**src/common/tape_status_pkg.sv**
```systemverilog
// constants and carrier types for the tape exception status unit
`default_nettype none
package tape_status_pkg;
	// ----------------------------------------
	// status byte layout
	// ----------------------------------------
	localparam int unsigned status_byte_count = 6;
	localparam logic [2:0] status_last_index = 3'h5;
	localparam int unsigned counter_width = 16;
	// bit positions in an exception byte; bit 7 goes out as bit 15
	localparam int unsigned bit_hi_top = 7; // reset occurred / file mark
	localparam int unsigned bit_b0_failed_block = 6;
	localparam int unsigned bit_b0_irrec = 5;
	localparam int unsigned bit_b0_tape_end = 4;
	localparam int unsigned bit_b0_wprot = 3;
	localparam int unsigned bit_b0_noline = 2;
	localparam int unsigned bit_b0_nocart = 1;
	localparam int unsigned bit_summary = 0;
	localparam int unsigned bit_b1_nodata = 2;
	localparam int unsigned bit_b1_illegal = 1;
	localparam logic [7:0] byte1_reserved_mask = 8'h78;
	localparam logic [7:0] flags_reset_low = 8'h00;
	localparam logic [7:0] flags_reset_high = 8'h81;
	localparam logic [15:0] count_reset = 16'h0000;
	localparam logic [15:0] count_one = 16'h0001;
	localparam logic [15:0] count_two = 16'h0002;
	// read-status command code on the command byte
	localparam logic [7:0] cmd_read_status = 8'h00;

	// ----------------------------------------
	// carrier types
	// ----------------------------------------
	typedef struct packed {
		logic write_protected;   // level: plug in safe position
		logic drive_offline;     // level: selected drive absent/unpowered
		logic no_cartridge;      // level: cartridge not in place
	} drive_levels_t;

	typedef struct packed {
		logic file_mark;         // pulse
		logic block_not_found;   // pulse, with irrecoverable
		logic irrecoverable;     // pulse
		logic end_of_tape;       // pulse
		logic no_data;           // pulse: timeout irrecoverable
		logic illegal_command;   // pulse: command checker verdict
		logic rewrite_block;     // pulse: one block rewritten
		logic read_retry;        // pulse: one crc retry
		logic write_underrun;    // pulse: next block due, buffer not full
		logic read_underrun;     // pulse: no empty buffer
	} tape_events_t;

	typedef struct packed {
		logic is_select;
		logic is_position;
		logic is_write;
		logic is_write_fm;
		logic is_read;
		logic is_read_fm;
		logic [3:0] operand;     // drive or qualifier one-hot field
	} cmd_info_t;

	typedef enum logic [2:0] {
		st_idle = 3'b001,
		st_present = 3'b010,
		st_wait_drop = 3'b100
	} xfer_state_t;
endpackage
`default_nettype wire

```
**src/hw/illegal_cmd_check.sv**
```systemverilog
// combinational judge of whether an accepted command is illegal
`default_nettype none
module illegal_cmd_check (
	input wire tape_status_pkg::cmd_info_t cmd_i, // decoded command
	input wire logic online_i,                    // on-line control bit
	input wire logic write_busy_i,                // write command executing
	output logic illegal_o                        // verdict
);
	function automatic logic not_one_hot(input logic [3:0] v);
		return (v == 4'h0) || ((v & (v - 4'h1)) != 4'h0);
	endfunction

	logic data_cmd;
	logic write_cmd;
	always_comb begin
		data_cmd = cmd_i.is_write | cmd_i.is_write_fm |
			cmd_i.is_read | cmd_i.is_read_fm;
		write_cmd = cmd_i.is_write | cmd_i.is_write_fm;
		illegal_o = 1'b0;
		// RULE7 select drive count
		if (cmd_i.is_select && not_one_hot(cmd_i.operand))
			illegal_o = 1'b1;
		// RULE8 position qualifier count
		if (cmd_i.is_position && not_one_hot(cmd_i.operand))
			illegal_o = 1'b1;
		// RULE10 data command offline
		if (data_cmd && !online_i)
			illegal_o = 1'b1;
		// RULE9 foreign command mid-write
		if (write_busy_i && !write_cmd)
			illegal_o = 1'b1;
	end
endmodule
`default_nettype wire

```
**src/hw/tape_exception_status_unit.sv**
```systemverilog
// exception flags, error statistics and six-byte read-status transfer
//
// Contract
// RULE1 - write-protect level sets byte0 bit 11
// RULE2 - absent or unpowered drive sets bit 10
// RULE3 - missing cartridge sets byte0 bit 9
// RULE4 - byte0 bit 8 summary, cleared by status
// RULE5 - reset sets byte1 bit 15, reserved zero
// RULE6 - no-data timeout sets byte1 bit 10
// RULE7 - bad select drive count is illegal
// RULE8 - bad position qualifier count is illegal
// RULE9 - non-write command during write illegal
// RULE10 - data command while offline is illegal
// RULE11 - byte1 bit 8 summary, cleared by status
// RULE12 - data-error count sent high then low
// RULE13 - online control output clears error count
// RULE14 - each rewritten block adds one
// RULE15 - each crc read retry adds one
// RULE16 - underrun count sent high then low
// RULE17 - write underrun stops tape, counts one
// RULE18 - read underrun stops tape, counts one
// RULE19 - read status returns six bytes 0..5
// RULE20 - direction, ready per byte, request answers
// RULE21 - exception out while any summary set
`default_nettype none
module tape_exception_status_unit (
	input wire logic ref_clk_i,                       // 50 MHz clock
	input wire logic resetn_i,                        // sync reset, low
	input wire logic [7:0] cmd_data_i,                // command byte in
	input wire logic cmd_req_i,                       // processor request
	input wire logic cmd_is_status_i,                 // cmd byte is read-status
	input wire tape_status_pkg::cmd_info_t cmd_info_i, // decoded other command
	input wire logic online_i,                        // on-line control bit
	input wire logic ctl_out_strobe_i,                // control output pulse
	input wire logic write_busy_i,                    // write executing
	input wire tape_status_pkg::drive_levels_t levels_i, // pin levels
	input wire tape_status_pkg::tape_events_t events_i,  // same-clock events
	output logic [7:0] status_data_o,                 // status byte out
	output logic status_ready_o,                      // ready for a byte
	output logic cmd_ack_o,                           // other command taken
	output logic transfer_direction_flag_o,           // 1: device to cpu
	output logic exception_o,                         // overall exception
	output logic stop_tape_o,                         // halt tape motion
	output logic illegal_seen_o                       // last verdict
);
	// ----------------------------------------
	// pin synchronisers for drive levels
	// ----------------------------------------
	// only lvl_q feeds logic; the first stage may still be settling
	tape_status_pkg::drive_levels_t lvl_meta_q;
	tape_status_pkg::drive_levels_t lvl_q;
	always_ff @(posedge ref_clk_i) begin
		if (!resetn_i) begin
			lvl_meta_q <= '0;
			lvl_q <= '0;
		end else begin
			lvl_meta_q <= levels_i;
			lvl_q <= lvl_meta_q;
		end
	end

	// ----------------------------------------
	// command handshake and status transfer
	// ----------------------------------------
	tape_status_pkg::xfer_state_t state_q;
	logic [2:0] index_q;
	logic req_q;
	logic status_done;
	logic other_take;
	logic illegal;

	assign other_take = (state_q == tape_status_pkg::st_idle) && cmd_req_i &&
		!req_q && !cmd_is_status_i;
	// completes when the processor drops request after the sixth byte
	assign status_done = (state_q == tape_status_pkg::st_wait_drop) &&
		!cmd_req_i && (index_q == tape_status_pkg::status_last_index);

	always_ff @(posedge ref_clk_i) begin
		if (!resetn_i)
			req_q <= 1'b0;
		else
			req_q <= cmd_req_i;
	end

	// RULE19 six bytes in order
	always_ff @(posedge ref_clk_i) begin
		if (!resetn_i) begin
			state_q <= tape_status_pkg::st_idle;
			index_q <= 3'h0;
		end else begin
			unique case (state_q)
			tape_status_pkg::st_idle: begin
				index_q <= 3'h0;
				if (cmd_req_i && !req_q && cmd_is_status_i &&
					cmd_data_i == tape_status_pkg::cmd_read_status)
					state_q <= tape_status_pkg::st_wait_drop;
			end
			tape_status_pkg::st_present: begin
				if (cmd_req_i)
					state_q <= tape_status_pkg::st_wait_drop;
			end
			tape_status_pkg::st_wait_drop: begin
				// leave on the last drop so the index never runs past five
				if (!cmd_req_i) begin
					if (index_q == tape_status_pkg::status_last_index)
						state_q <= tape_status_pkg::st_idle;
					else if (!status_ready_o) begin
						state_q <= tape_status_pkg::st_present;
						if (transfer_direction_flag_o)
							index_q <= index_q + 3'h1;
					end
				end
			end
			default: state_q <= tape_status_pkg::st_idle;
			endcase
		end
	end

	// ----------------------------------------
	// flags
	// ----------------------------------------
	logic [7:0] flags_low_q;
	logic [7:0] flags_high_q;
	logic [7:0] low_view;
	logic [7:0] high_view;

	illegal_cmd_check u_check (
		.cmd_i(cmd_info_i),
		.online_i(online_i),
		.write_busy_i(write_busy_i),
		.illegal_o(illegal)
	);

	always_comb begin
		low_view = flags_low_q;
		// RULE1 write-protect level
		low_view[tape_status_pkg::bit_b0_wprot] = lvl_q.write_protected;
		// RULE2 drive presence level
		low_view[tape_status_pkg::bit_b0_noline] = lvl_q.drive_offline;
		// RULE3 cartridge level
		low_view[tape_status_pkg::bit_b0_nocart] = lvl_q.no_cartridge;
		// RULE4 byte0 summary
		low_view[tape_status_pkg::bit_summary] =
			flags_low_q[tape_status_pkg::bit_summary] |
			(|low_view[7:1]);
		high_view = flags_high_q & ~tape_status_pkg::byte1_reserved_mask;
		// RULE11 byte1 summary
		high_view[tape_status_pkg::bit_summary] =
			flags_high_q[tape_status_pkg::bit_summary] |
			(|high_view[7:1]);
	end

	// sticky event bits: an event in the clearing cycle survives
	always_ff @(posedge ref_clk_i) begin
		if (!resetn_i) begin
			flags_low_q <= tape_status_pkg::flags_reset_low;
		end else begin
			// RULE4 status clears byte0
			if (status_done)
				flags_low_q <= tape_status_pkg::flags_reset_low;
			if (events_i.file_mark)
				flags_low_q[tape_status_pkg::bit_hi_top] <= 1'b1;
			if (events_i.block_not_found)
				flags_low_q[tape_status_pkg::bit_b0_failed_block] <= 1'b1;
			if (events_i.irrecoverable || events_i.no_data)
				flags_low_q[tape_status_pkg::bit_b0_irrec] <= 1'b1;
			if (events_i.end_of_tape)
				flags_low_q[tape_status_pkg::bit_b0_tape_end] <= 1'b1;
			if (events_i.file_mark || events_i.block_not_found ||
				events_i.irrecoverable || events_i.no_data ||
				events_i.end_of_tape)
				flags_low_q[tape_status_pkg::bit_summary] <= 1'b1;
		end
	end

	always_ff @(posedge ref_clk_i) begin
		if (!resetn_i) begin
			// RULE5 reset reported
			flags_high_q <= tape_status_pkg::flags_reset_high;
		end else begin
			// RULE11 status clears byte1
			if (status_done)
				flags_high_q <= tape_status_pkg::flags_reset_low;
			// RULE6 no-data timeout
			if (events_i.no_data) begin
				flags_high_q[tape_status_pkg::bit_b1_nodata] <= 1'b1;
				flags_high_q[tape_status_pkg::bit_summary] <= 1'b1;
			end
			// RULE7 own verdict or one reported from outside
			if ((other_take && illegal) ||
				events_i.illegal_command) begin
				flags_high_q[tape_status_pkg::bit_b1_illegal] <= 1'b1;
				flags_high_q[tape_status_pkg::bit_summary] <= 1'b1;
			end
		end
	end

	// ----------------------------------------
	// statistics counters
	// ----------------------------------------
	// both counts wrap past the top; nothing saturates them
	logic [15:0] err_count_q;
	logic [15:0] under_count_q;
	logic [15:0] err_step;
	logic [15:0] under_step;

	always_comb begin
		err_step = tape_status_pkg::count_reset;
		// RULE14 rewritten block
		if (events_i.rewrite_block)
			err_step = err_step + tape_status_pkg::count_one;
		// RULE15 crc read retry
		if (events_i.read_retry)
			err_step = err_step + tape_status_pkg::count_one;
		under_step = tape_status_pkg::count_reset;
		if (events_i.write_underrun || events_i.read_underrun)
			under_step = (events_i.write_underrun &&
				events_i.read_underrun) ? tape_status_pkg::count_two :
				tape_status_pkg::count_one;
	end

	always_ff @(posedge ref_clk_i) begin
		if (!resetn_i)
			err_count_q <= tape_status_pkg::count_reset;
		// RULE13 online control output clears
		else if (ctl_out_strobe_i && online_i)
			err_count_q <= tape_status_pkg::count_reset;
		else
			err_count_q <= err_count_q + err_step;
	end

	always_ff @(posedge ref_clk_i) begin
		if (!resetn_i)
			under_count_q <= tape_status_pkg::count_reset;
		// RULE17 write underrun counted
		else
			under_count_q <= under_count_q + under_step;
	end

	// RULE18 read underrun halts tape
	always_ff @(posedge ref_clk_i) begin
		if (!resetn_i)
			stop_tape_o <= 1'b0;
		else
			stop_tape_o <= events_i.write_underrun ||
				events_i.read_underrun;
	end

	// ----------------------------------------
	// outputs
	// ----------------------------------------
	function automatic logic [7:0] pick_byte(input logic [2:0] i,
		input logic [7:0] b0, input logic [7:0] b1,
		input logic [15:0] e, input logic [15:0] u);
		unique case (i)
		3'h0: return b0;
		3'h1: return b1;
		// RULE12 error count high first
		3'h2: return e[15:8];
		3'h3: return e[7:0];
		// RULE16 underrun count high first
		3'h4: return u[15:8];
		default: return u[7:0];
		endcase
	endfunction

	// ready falls on the edge that sees request, so each byte goes once
	// RULE20 direction and ready handshake
	always_ff @(posedge ref_clk_i) begin
		if (!resetn_i) begin
			transfer_direction_flag_o <= 1'b0;
			status_ready_o <= 1'b0;
			status_data_o <= 8'h00;
			cmd_ack_o <= 1'b0;
		end else begin
			cmd_ack_o <= other_take || (cmd_ack_o && cmd_req_i);
			if (status_done)
				transfer_direction_flag_o <= 1'b0;
			else if (state_q == tape_status_pkg::st_present)
				transfer_direction_flag_o <= 1'b1;
			status_ready_o <= (state_q == tape_status_pkg::st_present)
				&& !cmd_req_i;
			status_data_o <= pick_byte(index_q, low_view, high_view,
				err_count_q, under_count_q);
		end
	end

	// RULE21 overall exception
	always_ff @(posedge ref_clk_i) begin
		if (!resetn_i) begin
			exception_o <= 1'b1;
			illegal_seen_o <= 1'b0;
		end else begin
			exception_o <= !status_done &&
				(low_view[tape_status_pkg::bit_summary] ||
				high_view[tape_status_pkg::bit_summary]);
			if (other_take)
				illegal_seen_o <= illegal;
		end
	end
endmodule
`default_nettype wire

```
**config.mk**
```make
export PLATFORM = sky130hd
export DESIGN_NAME = tape_exception_status_unit
export DESIGN_NICKNAME = d
export VERILOG_FILES = /design/src/common/tape_status_pkg.sv /design/src/hw/illegal_cmd_check.sv /design/src/hw/tape_exception_status_unit.sv
export SDC_FILE = /design/constraint.sdc
export NUM_CORES = 1
export LEC_CHECK = 0
export ABC_AREA = 1
export BUFFER_PORTS_ARGS = -buffer_cell sky130_fd_sc_hd__buf_2
export CAP_MARGIN = 20
export CORE_MARGIN = 3
export CORE_UTILIZATION = 61
export CTS_BUF_LIST = sky130_fd_sc_hd__clkbuf_8 sky130_fd_sc_hd__clkbuf_16
export DETAILED_ROUTE_END_ITERATION = 10
export PLACE_DENSITY = 0.85
export SYNTH_ARGS = -nofsm -noshare
export SYNTH_HDL_FRONTEND = slang
export SYNTH_SLANG_ARGS = --single-unit
```
**constraint.sdc**
```tcl
create_clock -name ref_clk_i -period 3 [get_ports ref_clk_i]
set_clock_uncertainty 0.15 [all_clocks]
set_input_delay 0.15 -clock ref_clk_i [delete_from_list [all_inputs] [get_ports ref_clk_i]]
set_output_delay 0.15 -clock ref_clk_i [all_outputs]
set_load 0.02 [all_outputs]
```
==> results.md <==
- Outcome: completed
- Setup repair bufs after CTS: 0
- Met3 routed wirelength: 467 µm
- Ant. Diodes: 0
- # H-tree levels: 3
- Xor/xnor share of the synthesized area: 0.265%
- Internal power: 0.00163 W
- Worst-Skew Late Latency: 0.34 ns
- Largest family of logic cells by synthesized area: simple AND/OR/NAND/NOR gates
- Routed met2 length: 3980 µm
- Clk root buf: clkbuf_8
- Placer Congestion: 0.906
- Comb pwr share: 28.6%
- Total Wirelength: 8040 µm
- Crit path DAT: 2.25 ns
- Post-CTS Resized: 0
- Post-synthesis sequential area ratio: 41.1%
- Placed Instances: 593
- Worst-Margin Slew: 0.485 ns
- Post-synth cell types: 31
- Routed Antenna Nets: 0
- Nets@finish: 597
- RSZ-0062 raised after global routing: no
- Synth Instances: 475
- Fin. Hold Viols: 0
- Sw Share: 33.9%
- Chip Height: 79.7 µm
- Critical Path Start Type: flop
- Ys Warns: 0
- WS Path Type: reg -> reg
- Mux share of post-synthesis cell area: 0%
- Leakage Power: 1.80 nW
- Largest net degree at the start of global routing: 33
- Final WS setup: 0.824 ns
- Tcrit/Tclk final: 72.5%
- GRT overflow: 0
- Layout cell share with drive strength beyond 1: 14.9%
- 1st-pass router iterations: 5
- NetSw: 0.000837 W
- Top Metal Used: met4
- Ys async rst share: 0%
- Final setup fails: 0
- Met1 Routed Length: 3380 µm
- Final setup TNS: 0 ns
- Crit end category: flop
- Post-Syn Nets: 527
- Max-cap check violation count: 0
- Post-DP HPWL: 5800 µm
- Io pins: 52
- Max VDD drop: 0.431 mV
- CTS tree: done
- Vias in the first global route: 3,191
- Post-DR wirelength/cell: 13.0 µm
- Cell area after synthesis: 3310 µm²
- Final Slew Violations: 0
- Die area: 6350 µm²
- Mean area per synthesized cell: 6.97 µm²
- Global Route Usage Sum: 27.5%
- Starting Density: 64.0%
- Area Growth Syn to Fin: 19.1%
- Clk pwr share: 28.6%
- Post-synth EDFFs: 0
- Critical path required time: 3.08 ns
- Yosys top cell area share: 41.1%
- DRC: 0
- Number of port buffers: 51
- Num rows: 26
- CORE AREA: 5170 µm²
- Main synth FF type: dfxtp_1
- Pwr dens: 627 nW/µm²
- Cts hold-fix bufs: 11
- Most frequent cells in the layout: 97 x nand2_1, 91 x inv_1, 68 x dfxtp_1
- Hold WC Path Type: in -> reg
- Minimum clock period: 2.18 ns
- Bufs on Longest Clock Path: 2
- Worst-path maximum fanout: 4
- Synth Area in Compound Gates: 14.7%
- Place WS: 0.800 ns
- Die width: 79.7 µm
- Antenna violations before repair: 0
- Avg Vias per Cell: 5.29
- Slew margin rel.: 67.7%
- Yosys top cell by area: dfxtp_1
- First-pass GRT wire length: 13,600 µm
- CTS clock-pin slew for the worst setup and hold paths: 0.06 ns
- Fin cells: 619
- Simple-Gate Fraction of Synth Area: 27.3%
- Most common cell after layout, fill and taps aside: nand2_1
- CTS buffer count: 9
- Iteration-0 DRC Markers: 213
- Top post-synthesis cells by area: dfxtp_1 41%, nand2_1 11%, inv_1 10%
- Synth Area in Adders: 5.74%
- Via count: 3,274
- Total clock sinks: 68
- Sequential share of power: 42.7%
- Seq cells post-synth: 68
- F_max: 0.460 GHz
[power by group through the flow]
stage	registers [W]	logic, W	clock network (W)
2_1_floorplan	0.00109	0.000479	0
3_3_place_gp	0.00107	0.000669	0
3_5_place_dp	0.00107	0.000682	0
4_1_cts	0.00105	0.000701	0.000709
5_1_grt	0.00106	0.000800	0.000751
6_report	0.00106	0.000708	0.000708
[routing by layer]
| layer | GRT usage, % | vias to the layer above |
|---|---|---|
| li1 | - | 1656 |
| met1 | 32.4 | 1479 |
| met2 | 48.1 | 115 |
| met3 | 5.76 | 24 |
| met4 | 11.3 | 0 |
| met5 | 0 | - |
[synth_stat cells (3+ instances only)]
cell type,instances
a21oi_1,37
a31oi_1,3
clkbuf_1,4
dfxtp_1,68
ha_1,12
inv_1,88
inv_2,3
nand2_1,97
nand3_1,31
nand4_1,7
nor2_1,47
nor3_1,9
o21ai_0,33
o22ai_1,10
or2_2,3
[worst max-delay path, stage by stage, from the launching register on]
cell and delay, ns:
dfxtp_1 0.37, ha_1 0.18, inv_1 0.05, fa_1 0.37
nor2_1 0.20, inv_1 0.09, nor2_1 0.22, nand2_1 0.14
o21ai_0 0.21, a21oi_1 0.07
[metrics by stage]
step           hold slack [ns]  util, %  area [µm²]  power [W]
2_1_floorplan           0.0976        -        3310    0.00157
3_3_place_gp             0.180     70.5        3650    0.00174
3_5_place_dp             0.185     70.5        3650    0.00175
4_1_cts                 0.0113     76.2        3940    0.00246
5_1_grt                 0.0321     76.2        3940    0.00262
6_report               0.00484     76.2        3940    0.00247
[layout make-up]
class / count / area, µm²
Multi-Input combinational cell: 311 / 1590
Timing Repair Buffer: 64 / 380
Sequential cell: 68 / 1360
Tap cell: 70 / 87.6
Inverter: 91 / 342
Clock buffer: 10 / 138
Clock inverter: 5 / 46.3
Fill cell: 388 / 1230
[state kept, by name (all words and copies together) (netlist names)]
signal                     flops
err_count_q                   16
under_count_q                 16
status_data_o                  8
flags_low_q                    5
flags_high_q                   4
index_q                        3
low_view                       3
lvl_meta_q                     3
state_q                        3
cmd_ack_o                      1
exception_o                    1
illegal_seen_o                 1
req_q                          1
status_ready_o                 1
stop_tape_o                    1
transfer_direction_flag_o      1
[worst paths after layout]
path	startpoint	endpoint	slack, ns	cells past startpoint
setup / recovery	err_count_q[0]	err_count_q[8]	0.82	9
hold / removal	cmd_data_i[6]	state_q[0]	0.005	5
setup reg to reg	err_count_q[0]	err_count_q[8]	0.82	9
hold reg to reg	lvl_meta_q[0]	low_view[1]	0.27	2
[cells by family (layout without fill, tap and decap cells)]
family          count (synthesis)  in the layout
xor+xnor                        1              1
buf+inv                        96            170
simple gates                  206            206
flops                          68             68
compound gates                 90             90
fa+ha+maj                      14             14
Note: power is estimated with default switching activity, not from simulation.
